$ cat config.mk
export PLATFORM = sky130hd
export DESIGN_NAME = spi_control_config
export DESIGN_NICKNAME = d
export VERILOG_FILES = /design/src/spi_cfg_pkg.sv /design/src/spi_control_config.sv
export SDC_FILE = /design/constraint.sdc
export NUM_CORES = 1
export LEC_CHECK = 0
export BUFFER_PORTS_ARGS = -buffer_cell sky130_fd_sc_hd__buf_4
export CAP_MARGIN = 20
export CORE_UTILIZATION = 30
export CTS_CLUSTER_DIAMETER = 40
export CTS_CLUSTER_SIZE = 28
export DETAILED_ROUTE_END_ITERATION = 10
export GPL_TIMING_DRIVEN = 0
export PLACE_DENSITY = 0.51
export RECOVER_POWER = 100
export SYNTH_ARGS = -nofsm -noshare
export SYNTH_HDL_FRONTEND = slang
export SYNTH_SLANG_ARGS = --single-unit
$ cat constraint.sdc
create_clock -name pclk -period 4.2 [get_ports pclk]
set_input_delay 0.21 -clock pclk [delete_from_list [all_inputs] [get_ports pclk]]
set_output_delay 0.21 -clock pclk [all_outputs]
set_load 0.02 [all_outputs]
$ cat src/spi_cfg_pkg.sv
// Register map, field positions and pin bundles of the serial interface
package spi_cfg_pkg;
    // Byte addresses of the APB word registers
    localparam logic [7:0] OFF_MAIN     = 8'h00;
    localparam logic [7:0] OFF_OPT      = 8'h04;
    localparam logic [7:0] OFF_BAUD     = 8'h08;
    localparam logic [7:0] OFF_STAT     = 8'h0c;
    localparam logic [7:0] OFF_DATA     = 8'h10;
    localparam logic [7:0] OFF_IRQ_STAT = 8'h14;
    localparam logic [7:0] OFF_IRQ_MASK = 8'h18;
    // Main control fields
    localparam int MAIN_RFIE = 7;
    localparam int MAIN_SPE  = 6;
    localparam int MAIN_TIE  = 5;
    localparam int MAIN_ROLE_SELECT = 4;
    localparam int MAIN_CLOCK_POLARITY = 3;
    localparam int MAIN_CLOCK_PHASE = 2;
    localparam int MAIN_SELECT_OUTPUT_ENABLE = 1;
    localparam int MAIN_LSBF = 0;
    // Option control fields
    localparam int OPT_MODE_FAULT_ENABLE = 4;
    localparam int OPT_BIDIR  = 3;
    localparam int OPT_SWAI   = 1;
    localparam int OPT_SINGLE_WIRE_SELECT   = 0;
    localparam logic [7:0] OPT_IMPL  = 8'h1b;
    // Status fields
    localparam int STAT_RXF  = 7;
    localparam int STAT_TXEF = 5;
    localparam int STAT_MODE_FAULT_FLAG = 4;
    // Baud fields
    localparam int BAUD_PRE_LSB = 4;
    localparam logic [7:0] BAUD_IMPL = 8'h77;
    // Interrupt status and mask bits
    localparam int IRQ_RX   = 0;
    localparam int IRQ_MODE_FAULT_FLAG = 1;
    localparam int IRQ_TX   = 2;
    localparam logic [2:0] IRQ_ALL = 3'h7;
    // Reset values
    localparam logic [7:0] MAIN_RST = 8'h04;
    localparam logic [7:0] OPT_RST  = 8'h00;
    localparam logic [7:0] BAUD_RST = 8'h00;
    localparam logic [2:0] MASK_RST = 3'h7;
    // Byte framing
    localparam logic [3:0] LAST_BIT  = 4'h7;
    localparam logic [4:0] LAST_HALF = 5'h10;
    localparam logic [4:0] CPHA1_END = 5'h0f;

    typedef struct packed {
        logic sck;
        logic mosi;
        logic miso;
        logic ss_n;
    } pin_in_s;

    typedef struct packed {
        logic sck_o;
        logic sck_oe;
        logic mosi_o;
        logic mosi_oe;
        logic miso_o;
        logic miso_oe;
        logic ss_n_o;
        logic ss_oe;
    } pin_out_s;

    typedef enum logic [1:0] {ST_IDLE, ST_MASTER, ST_SLAVE} st_e;
endpackage : spi_cfg_pkg

$ cat src/spi_control_config.sv
// Byte-wide serial interface with APB registers, master and slave roles
module spi_control_config (
    // Clock, reset, enables
    input  wire logic                  pclk,
    input  wire logic                  presetn,
    input  wire logic                  ce,
    input  wire logic                  wait_mode,
    // APB slave
    input  wire logic                  psel,
    input  wire logic                  penable,
    input  wire logic                  pwrite,
    input  wire logic [7:0]            paddr,
    input  wire logic [31:0]           pwdata,
    output logic      [31:0]           prdata,
    output logic                       pready,
    output logic                       pslverr,
    // Interrupt
    output logic                       irq,
    // Serial pins
    input  wire spi_cfg_pkg::pin_in_s  pins_in,
    output spi_cfg_pkg::pin_out_s      pins_out
);
    import spi_cfg_pkg::*;

    function automatic logic [10:0] half_period(input logic [7:0] b);
        half_period = (11'(b[BAUD_PRE_LSB +: 3]) + 11'd1) << b[2:0];
    endfunction : half_period

    function automatic logic [7:0] shift_in(input logic [7:0] s,
                                            input logic       d,
                                            input logic       lsbf);
        shift_in = lsbf ? {d, s[7:1]} : {s[6:0], d};
    endfunction : shift_in

    logic [7:0]  main_q, opt_q, baud_q, txbuf_q, rxbuf_q, tsh_q, rsh_q;
    logic [2:0]  irq_st_q, irq_mask_q;
    logic        rxf_q, txef_q, mode_fault_flag_q, txfull_q;
    logic        rxf_arm_q, txef_arm_q, mode_fault_flag_arm_q;
    pin_in_s     s1_q, s2_q;
    logic        sck_d1_q, msck_q;
    st_e         st_q;
    logic [3:0]  half_q, nbit_q;
    logic [10:0] div_q;
    logic [7:0]  rdata_c;
    logic        mapped_c;

    wire system_enable    = main_q[MAIN_SPE];
    wire role_select   = main_q[MAIN_ROLE_SELECT];
    wire clock_polarity   = main_q[MAIN_CLOCK_POLARITY];
    wire clock_phase   = main_q[MAIN_CLOCK_PHASE];
    wire lsbf   = main_q[MAIN_LSBF];
    wire select_output_enable   = main_q[MAIN_SELECT_OUTPUT_ENABLE];
    wire mode_fault_enable = opt_q[OPT_MODE_FAULT_ENABLE];
    wire bidir  = opt_q[OPT_BIDIR];
    wire single_wire_select   = opt_q[OPT_SINGLE_WIRE_SELECT];

    // APB phases
    wire acc     = ce & psel & penable & ~pready;
    wire done_ap = ce & psel & penable & pready;
    wire wr      = done_ap & pwrite;
    wire rd      = done_ap & ~pwrite;
    wire wr_main = wr & (paddr == OFF_MAIN);
    wire wr_data = wr & (paddr == OFF_DATA);
    wire rd_stat = rd & (paddr == OFF_STAT);
    wire rd_data = rd & (paddr == OFF_DATA);

    // Pin synchroniser, second stage only is read
    always_ff @(posedge pclk or negedge presetn) begin
        if (!presetn) begin
            s1_q     <= '1;
            s2_q     <= '1;
            sck_d1_q <= 1'b0;
        end else if (ce) begin
            s1_q     <= pins_in;
            s2_q     <= s1_q;
            sck_d1_q <= s2_q.sck;
        end
    end

    wire run  = ce & ~(wait_mode & opt_q[OPT_SWAI]);
    wire sel  = ~s2_q.ss_n;
    wire lead = (s2_q.sck ^ clock_polarity) & ~(sck_d1_q ^ clock_polarity);
    wire trail = ~(s2_q.sck ^ clock_polarity) & (sck_d1_q ^ clock_polarity);
    wire din  = role_select ? (single_wire_select ? s2_q.mosi : s2_q.miso)
                     : (single_wire_select ? s2_q.miso : s2_q.mosi);
    wire dout = lsbf ? tsh_q[0] : tsh_q[7];
    wire mode_fault_flag_ev = ce & system_enable & role_select & mode_fault_enable & ~select_output_enable & sel;
    wire load = run & system_enable & ~mode_fault_flag_ev & (st_q == ST_IDLE) &
                ((txfull_q & role_select) | (~role_select & sel));
    wire [10:0] hp   = half_period(baud_q);
    wire        tick = (st_q == ST_MASTER) & (div_q == hp - 11'd1);
    wire [4:0]  kk   = {1'b0, half_q} + 5'd1;
    wire m_samp  = tick & kk[0];
    wire m_shift = tick & ~kk[0] & (kk != LAST_HALF);
    wire m_done  = run & tick & (kk == LAST_HALF);
    wire s_act   = (st_q == ST_SLAVE) & sel;
    wire s_samp  = s_act & (clock_phase ? trail : lead);
    wire s_shift = s_act & (clock_phase ? lead & (nbit_q != 4'h0) : trail);
    wire s_done  = run & s_samp & (nbit_q == LAST_BIT);
    wire xdone   = system_enable & ~mode_fault_flag_ev & (m_done | s_done);

    // Serial engine
    always_ff @(posedge pclk or negedge presetn) begin
        if (!presetn) begin
            st_q   <= ST_IDLE;
            half_q <= 4'h0;
            nbit_q <= 4'h0;
            div_q  <= 11'h000;
            msck_q <= 1'b0;
            tsh_q  <= 8'h00;
            rsh_q  <= 8'h00;
        end else if (ce && (!system_enable || mode_fault_flag_ev)) begin
            st_q   <= ST_IDLE;
            half_q <= 4'h0;
            nbit_q <= 4'h0;
            msck_q <= 1'b0;
        end else if (run) begin
            unique case (st_q)
                ST_IDLE: begin
                    half_q <= 4'h0;
                    nbit_q <= 4'h0;
                    div_q  <= 11'h000;
                    msck_q <= 1'b0;
                    if (load) begin
                        if (txfull_q) begin
                            tsh_q <= txbuf_q;
                        end
                        st_q <= role_select ? ST_MASTER : ST_SLAVE;
                        msck_q <= role_select & clock_phase;
                    end
                end
                ST_MASTER: begin
                    div_q <= tick ? 11'h000 : div_q + 11'd1;
                    if (tick) begin
                        half_q <= kk[3:0];
                        if (!clock_phase || kk <= CPHA1_END) begin
                            msck_q <= ~msck_q;
                        end
                        if (m_samp) begin
                            rsh_q <= shift_in(rsh_q, din, lsbf);
                        end
                        if (m_shift) begin
                            tsh_q <= shift_in(tsh_q, 1'b0, lsbf);
                        end
                        if (m_done) begin
                            st_q <= ST_IDLE;
                        end
                    end
                end
                ST_SLAVE: begin
                    if (!sel) begin
                        st_q <= ST_IDLE;
                    end else begin
                        if (s_samp) begin
                            rsh_q  <= shift_in(rsh_q, din, lsbf);
                            nbit_q <= nbit_q + 4'd1;
                        end
                        if (s_shift) begin
                            tsh_q <= shift_in(tsh_q, 1'b0, lsbf);
                        end
                        if (s_done) begin
                            st_q <= ST_IDLE;
                        end
                    end
                end
            endcase
        end
    end

    // Control registers
    always_ff @(posedge pclk or negedge presetn) begin
        if (!presetn) begin
            main_q     <= MAIN_RST;
            opt_q      <= OPT_RST;
            baud_q     <= BAUD_RST;
            irq_mask_q <= MASK_RST;
        end else if (ce) begin
            if (wr_main) begin
                main_q <= pwdata[7:0];
            end
            if (mode_fault_flag_ev) begin
                main_q[MAIN_ROLE_SELECT] <= 1'b0;
            end
            if (wr && paddr == OFF_OPT) begin
                opt_q <= pwdata[7:0] & OPT_IMPL;
            end
            if (wr && paddr == OFF_BAUD) begin
                baud_q <= pwdata[7:0] & BAUD_IMPL;
            end
            if (wr && paddr == OFF_IRQ_MASK) begin
                irq_mask_q <= pwdata[2:0];
            end
        end
    end

    // Data buffers and flags, set wins over clear
    always_ff @(posedge pclk or negedge presetn) begin
        if (!presetn) begin
            rxf_q      <= 1'b0;
            txef_q     <= 1'b1;
            txfull_q   <= 1'b0;
            mode_fault_flag_q     <= 1'b0;
            rxf_arm_q  <= 1'b0;
            txef_arm_q <= 1'b0;
            mode_fault_flag_arm_q <= 1'b0;
            txbuf_q    <= 8'h00;
            rxbuf_q    <= 8'h00;
        end else if (ce) begin
            if (!system_enable) begin
                rxf_q      <= 1'b0;
                txef_q     <= 1'b1;
                txfull_q   <= 1'b0;
                rxf_arm_q  <= 1'b0;
                txef_arm_q <= 1'b0;
            end else begin
                if (xdone) begin
                    rxf_q   <= 1'b1;
                    rxbuf_q <= s_done ? shift_in(rsh_q, din, lsbf) : rsh_q;
                end else if (rd_data && rxf_arm_q) begin
                    rxf_q <= 1'b0;
                end
                if (rd_stat) begin
                    rxf_arm_q  <= rxf_q;
                    txef_arm_q <= txef_q;
                end else if (rd_data) begin
                    rxf_arm_q <= 1'b0;
                end
                if (wr_data && txef_arm_q && txef_q) begin
                    txbuf_q    <= pwdata[7:0];
                    txfull_q   <= 1'b1;
                    txef_q     <= 1'b0;
                    txef_arm_q <= 1'b0;
                end else if (load && txfull_q) begin
                    txfull_q <= 1'b0;
                    txef_q   <= 1'b1;
                end
            end
            if (mode_fault_flag_ev) begin
                mode_fault_flag_q <= 1'b1;
            end else if (wr_main && mode_fault_flag_arm_q) begin
                mode_fault_flag_q <= 1'b0;
            end
            if (rd_stat) begin
                mode_fault_flag_arm_q <= mode_fault_flag_q;
            end else if (wr_main) begin
                mode_fault_flag_arm_q <= 1'b0;
            end
        end
    end

    // Sticky interrupt status, write one to clear
    wire [2:0] irq_ev = {txef_q & main_q[MAIN_TIE],
                         mode_fault_flag_q & main_q[MAIN_RFIE],
                         rxf_q & main_q[MAIN_RFIE]};
    always_ff @(posedge pclk or negedge presetn) begin
        if (!presetn) begin
            irq_st_q <= 3'h0;
            irq      <= 1'b0;
        end else if (ce) begin
            irq_st_q <= (irq_st_q & ~((wr && paddr == OFF_IRQ_STAT) ?
                         pwdata[2:0] : 3'h0)) | irq_ev;
            irq      <= |(irq_st_q & irq_mask_q);
        end
    end

    // Register readback
    always_comb begin
        rdata_c  = 8'h00;
        mapped_c = 1'b1;
        unique case (paddr)
            OFF_MAIN:     rdata_c = main_q;
            OFF_OPT:      rdata_c = opt_q;
            OFF_BAUD:     rdata_c = baud_q;
            OFF_STAT:     rdata_c = {rxf_q, 1'b0, txef_q, mode_fault_flag_q, 4'h0};
            OFF_DATA:     rdata_c = rxbuf_q;
            OFF_IRQ_STAT: rdata_c = {5'h00, irq_st_q};
            OFF_IRQ_MASK: rdata_c = {5'h00, irq_mask_q};
            default:      mapped_c = 1'b0;
        endcase
    end

    // APB answer, one wait state
    always_ff @(posedge pclk or negedge presetn) begin
        if (!presetn) begin
            pready  <= 1'b0;
            prdata  <= 32'h0000_0000;
            pslverr <= 1'b0;
        end else if (ce) begin
            pready  <= acc;
            pslverr <= acc & ~mapped_c;
            if (acc) begin
                prdata <= {24'h00_0000, rdata_c};
            end
        end
    end

    // Pin drivers
    always_ff @(posedge pclk or negedge presetn) begin
        if (!presetn) begin
            pins_out <= '0;
        end else if (ce) begin
            pins_out.sck_o   <= (role_select & msck_q) ^ clock_polarity;
            pins_out.sck_oe  <= system_enable & role_select;
            pins_out.mosi_o  <= dout;
            pins_out.mosi_oe <= system_enable & role_select & (~single_wire_select | bidir);
            pins_out.miso_o  <= dout;
            pins_out.miso_oe <= system_enable & ~role_select & sel & (~single_wire_select | bidir);
            // Select falls with the load so it leads the first clock edge
            pins_out.ss_n_o  <= ~((st_q == ST_MASTER) | (load & role_select));
            pins_out.ss_oe   <= system_enable & role_select & mode_fault_enable & select_output_enable;
        end
    end
endmodule : spi_control_config

==> impl_results.md <==
- Status: finished, violations left
- Failing checks: capacitance limit, slew limit
- Final HPWL DP: 15120 um
- Die area: 24500 um2
- Vias: 6265
- Core area: 23470 um2
- Reg power frac: 45.8%
- Largest net degree at the start of global routing: 74
- Max transition margin: -44.37%
- Clock root buffer master: clkbuf_16
- Overall routed net length: 20330 um
- Post-synth EDFFs: 0
- R2r setup slk: 0.20 ns
- Nets: 932
- Synth cell types: 80
- Clock power frac: 31.4%
- CTS tree: built
- Overall Power: 0.002905 W
- Max Cap Viol: 1
- Drt first-iter violations: 471
- GRT Overall Usage: 17.39%
- Via/cell ratio: 5.243
- TritonCTS buffer count: 9
- Vias in the first global route: 5970
- Least-Margin Pin Slew: 2.166 ns
- Worst skew pair latency: 0.37 ns
- Grt met1 use: 24.93%
- First-pass GRT wire length: 32950 um
- DRC: 0
- Vert. Die Dim: 156.5 um
- LEAKAGE: 3.467 nW
- Initial antenna violation count: 0
- Mapped Area: 7163 um2
- Area delta synth->final: 15.81%
- FF+latch count, synth: 112
- Post-synth top area cell: dfrtp_1
- Async set or reset register ratio after synthesis: 100.0%
- R2R Path End: tsh_q[4]$_DFFE_PN0P_
- Area of the multi-input gates: 3956 um2
- Die width: 156.5 um
- Switching Share: 34.64%
- Critical Path AT: 4.27 ns
- Worst IR Drop VDD: 224.2 uV
- WL per Instance: 17.01 um
- Ys flop type: dfrtp_1
- Max Slew Vio Count: 41
- R2r worst-path depth: 10
- Yosys warnings: 0
- Register area share after synthesis: 39.35%
- Met3 usage in global routing: 2.991%
- Crit-path max FO: 8
- RSZ-0062 raised after global routing: true
- Required @ worst endpoint: 4.47 ns
- Post-DRT Antenna Nets: 0
- PwrDens: 350.2 nW/um2
- Max clock buf depth: 2
- Part of the cycle the worst path needs: 95.27%
- Reg area: 2819 um2
- Placement Cell Area: 8011 um2
- Starting density of the core: 30.52%
- FP Rows: 56
- Comb pwr share: 22.8%
- Layout cells sized above 1: 16.89%
- # IOs: 94
- Most frequent cell after synthesis: dfrtp_1
- Met2 Usage GRT: 27.42%
- Post-synth top area share: 34.59%
- # clock sinks: 112
- Design Area, Final: 8295 um2
- CP endpoint kind: flip-flop
- Final setup vio count: 0
- Detailed Routing Iterations Pass 1: 4
- Hold WC Path Type: primary input to flip-flop
- Layout Skew: 0.01658 ns
- Post-CTS setup buffer count: 0
- Routability cong.: 0.8389
- Switch Pwr: 0.001006 W
- Hold Violations, Final: 0
- Hold Startpoint: pwdata[7]
- Top post-synthesis cells by area: dfrtp_1 (35%), mux2_2 (7.1%), dfstp_2 (4.8%)
- Final Critical Period: 4.002 ns
- Startpoint Class: flip-flop
- Mapped Cells: 790
- Layout filler cell count: 2449
- Hold Path Depth: 3
- N_diodes: 0
- WS Path Type: flip-flop to flip-flop
- Gr busiest metal: met2
- Cell Int Power: 0.001899 W
- Clk pin slew, worst setup/hold paths: 0.09 ns
- Synth top cells by count: dfrtp_1 (99), nand2_1 (78), o21ai_0 (50)
- Hold Path End: txbuf_q[7]$_DFFE_PN0P_
- F_max: 0.2499 GHz
- Mapped Avg Cell Area: 9.067 um2
- H-tree depth: 3
- Grt ovf: 0
- Port Buffers: 43
- Worst r2r src: baud_q[5]$_DFFE_PN0P_
- TNS Setup: 0 ns
==> worst max-delay path, cell delays in order, from the launching register on <==
cell      delay (ns)
dfrtp_1         0.49
ha_1            0.32
xnor2_1         0.40
nor3_4          0.15
o41ai_4         0.52
nand2_1         0.12
xnor2_1         0.14
o311a_1         0.40
a2111o_1        0.58
a21oi_4         0.41
mux2_2          0.38
==> flip-flops by register name, indices dropped and copies added (netlist names), 2 cells and up <==
name	flops
div_q	11
half_q	4
rsh_q	8
s2_q	4
txbuf_q	8
baud_q	6
pins_out	7
s1_q	4
prdata	8
nbit_q	4
main_q	8
st_q	2
tsh_q	8
opt_q	4
rxbuf_q	8
irq_mask_q	3
irq_st_q	3
==> per-stage QoR <==
stage | hold WS [ns] | worst slack [ns] | util [%] | instances
after floorplan | -0.08559 | 0.8371 | - | 813
after global placement | 0.4341 | -0.08849 | 33.96 | 1175
after detailed placement | 0.1494 | -0.01066 | 34.13 | 1178
after CTS | 0.05235 | 0.09751 | 35.55 | 1195
after global routing | 0.05191 | -0.02476 | 35.34 | 1195
final | 0.05478 | 0.1985 | 35.34 | 1195
==> final cells by class <==
| class | count | share of cell area (%) |
|---|---|---|
| clock buffer | 9 | 2.715 |
| clock inverter | 7 | 1.131 |
| tap | 319 | 4.811 |
| sequential | 112 | 33.98 |
| timing repair buffer | 47 | 3.288 |
| inverter | 41 | 1.855 |
| buffer | 69 | 4.525 |
| multi-input combinational | 591 | 47.69 |
==> layer usage <==
metal	wire length (um)	up-vias
met2	9483	153
met4	164	0
met1	9827	3084
li1	-	3016
met5	0	-
met3	852	12
==> logic make-up (layout without fill, tap and decap cells) <==
| logic type | count (synthesis) | count (layout) | share of synthesized area, % |
|---|---|---|---|
| AND/OR/NAND/NOR | 267 | 267 | 18.83 |
| flip-flops | 112 | 112 | 39.35 |
| other | 1 | 24 | 0.05235 |
| XOR/XNOR | 16 | 16 | 2.148 |
| AO/OA/AOI/OAI | 203 | 203 | 19.44 |
| buffers and inverters | 110 | 173 | 7.371 |
| multiplexers | 70 | 70 | 10.92 |
| adder cells (fa/ha/maj) | 11 | 11 | 1.886 |
==> how the worst max path moves through the flow <==
stage	to	start	slack, ns
3_3_place_gp	msck_q$_DFFE_PN0P_	baud_q[5]$_DFFE_PN0P_	-0.09
3_5_place_dp	div_q[4]$_DFFE_PN0P_	baud_q[5]$_DFFE_PN0P_	-0.01
4_1_cts	div_q[0]$_DFFE_PN0P_	baud_q[5]$_DFFE_PN0P_	0.1
5_1_grt	tsh_q[2]$_DFFE_PN0P_	baud_q[5]$_DFFE_PN0P_	-0.02
6_report	tsh_q[4]$_DFFE_PN0P_	baud_q[5]$_DFFE_PN0P_	0.20
2_1_floorplan	rsh_q[1]$_DFFE_PN0P_	baud_q[5]$_DFFE_PN0P_	0.84
==> timing repair <==
item | CTS | global route
pin swaps | 0 | 1
endpoints found under the hold margin | 31 | 0
endpoints found under the setup margin | 7 | 38
hold buffers | 1 | 0
resized for setup | 1 | 8
==> layout by cell type (no fill, tap or decap), types with 23 or more instances in the layout <==
| cell type | n |
|---|---|
| o21ai_0 | 50 |
| clkbuf_1 | 55 |
| nand3_1 | 47 |
| inv_1 | 40 |
| dfrtp_1 | 99 |
| a21oi_1 | 39 |
| nor2_1 | 47 |
| nand2_1 | 78 |
| mux2_2 | 45 |
| conb_1 | 24 |
| mux2i_1 | 23 |
| buf_4 | 50 |
==> power groups by stage <==
stage               Sequential, W  Clock, W  Combinational [W]
detailed placement        0.00135         0           0.000676
global placement          0.00135         0           0.000667
finish                    0.00133  0.000913           0.000662
global route              0.00135  0.000980           0.000754
CTS                       0.00133  0.000939           0.000679
floorplan                 0.00132         0           0.000473
Power figures use the tool's default switching activity.
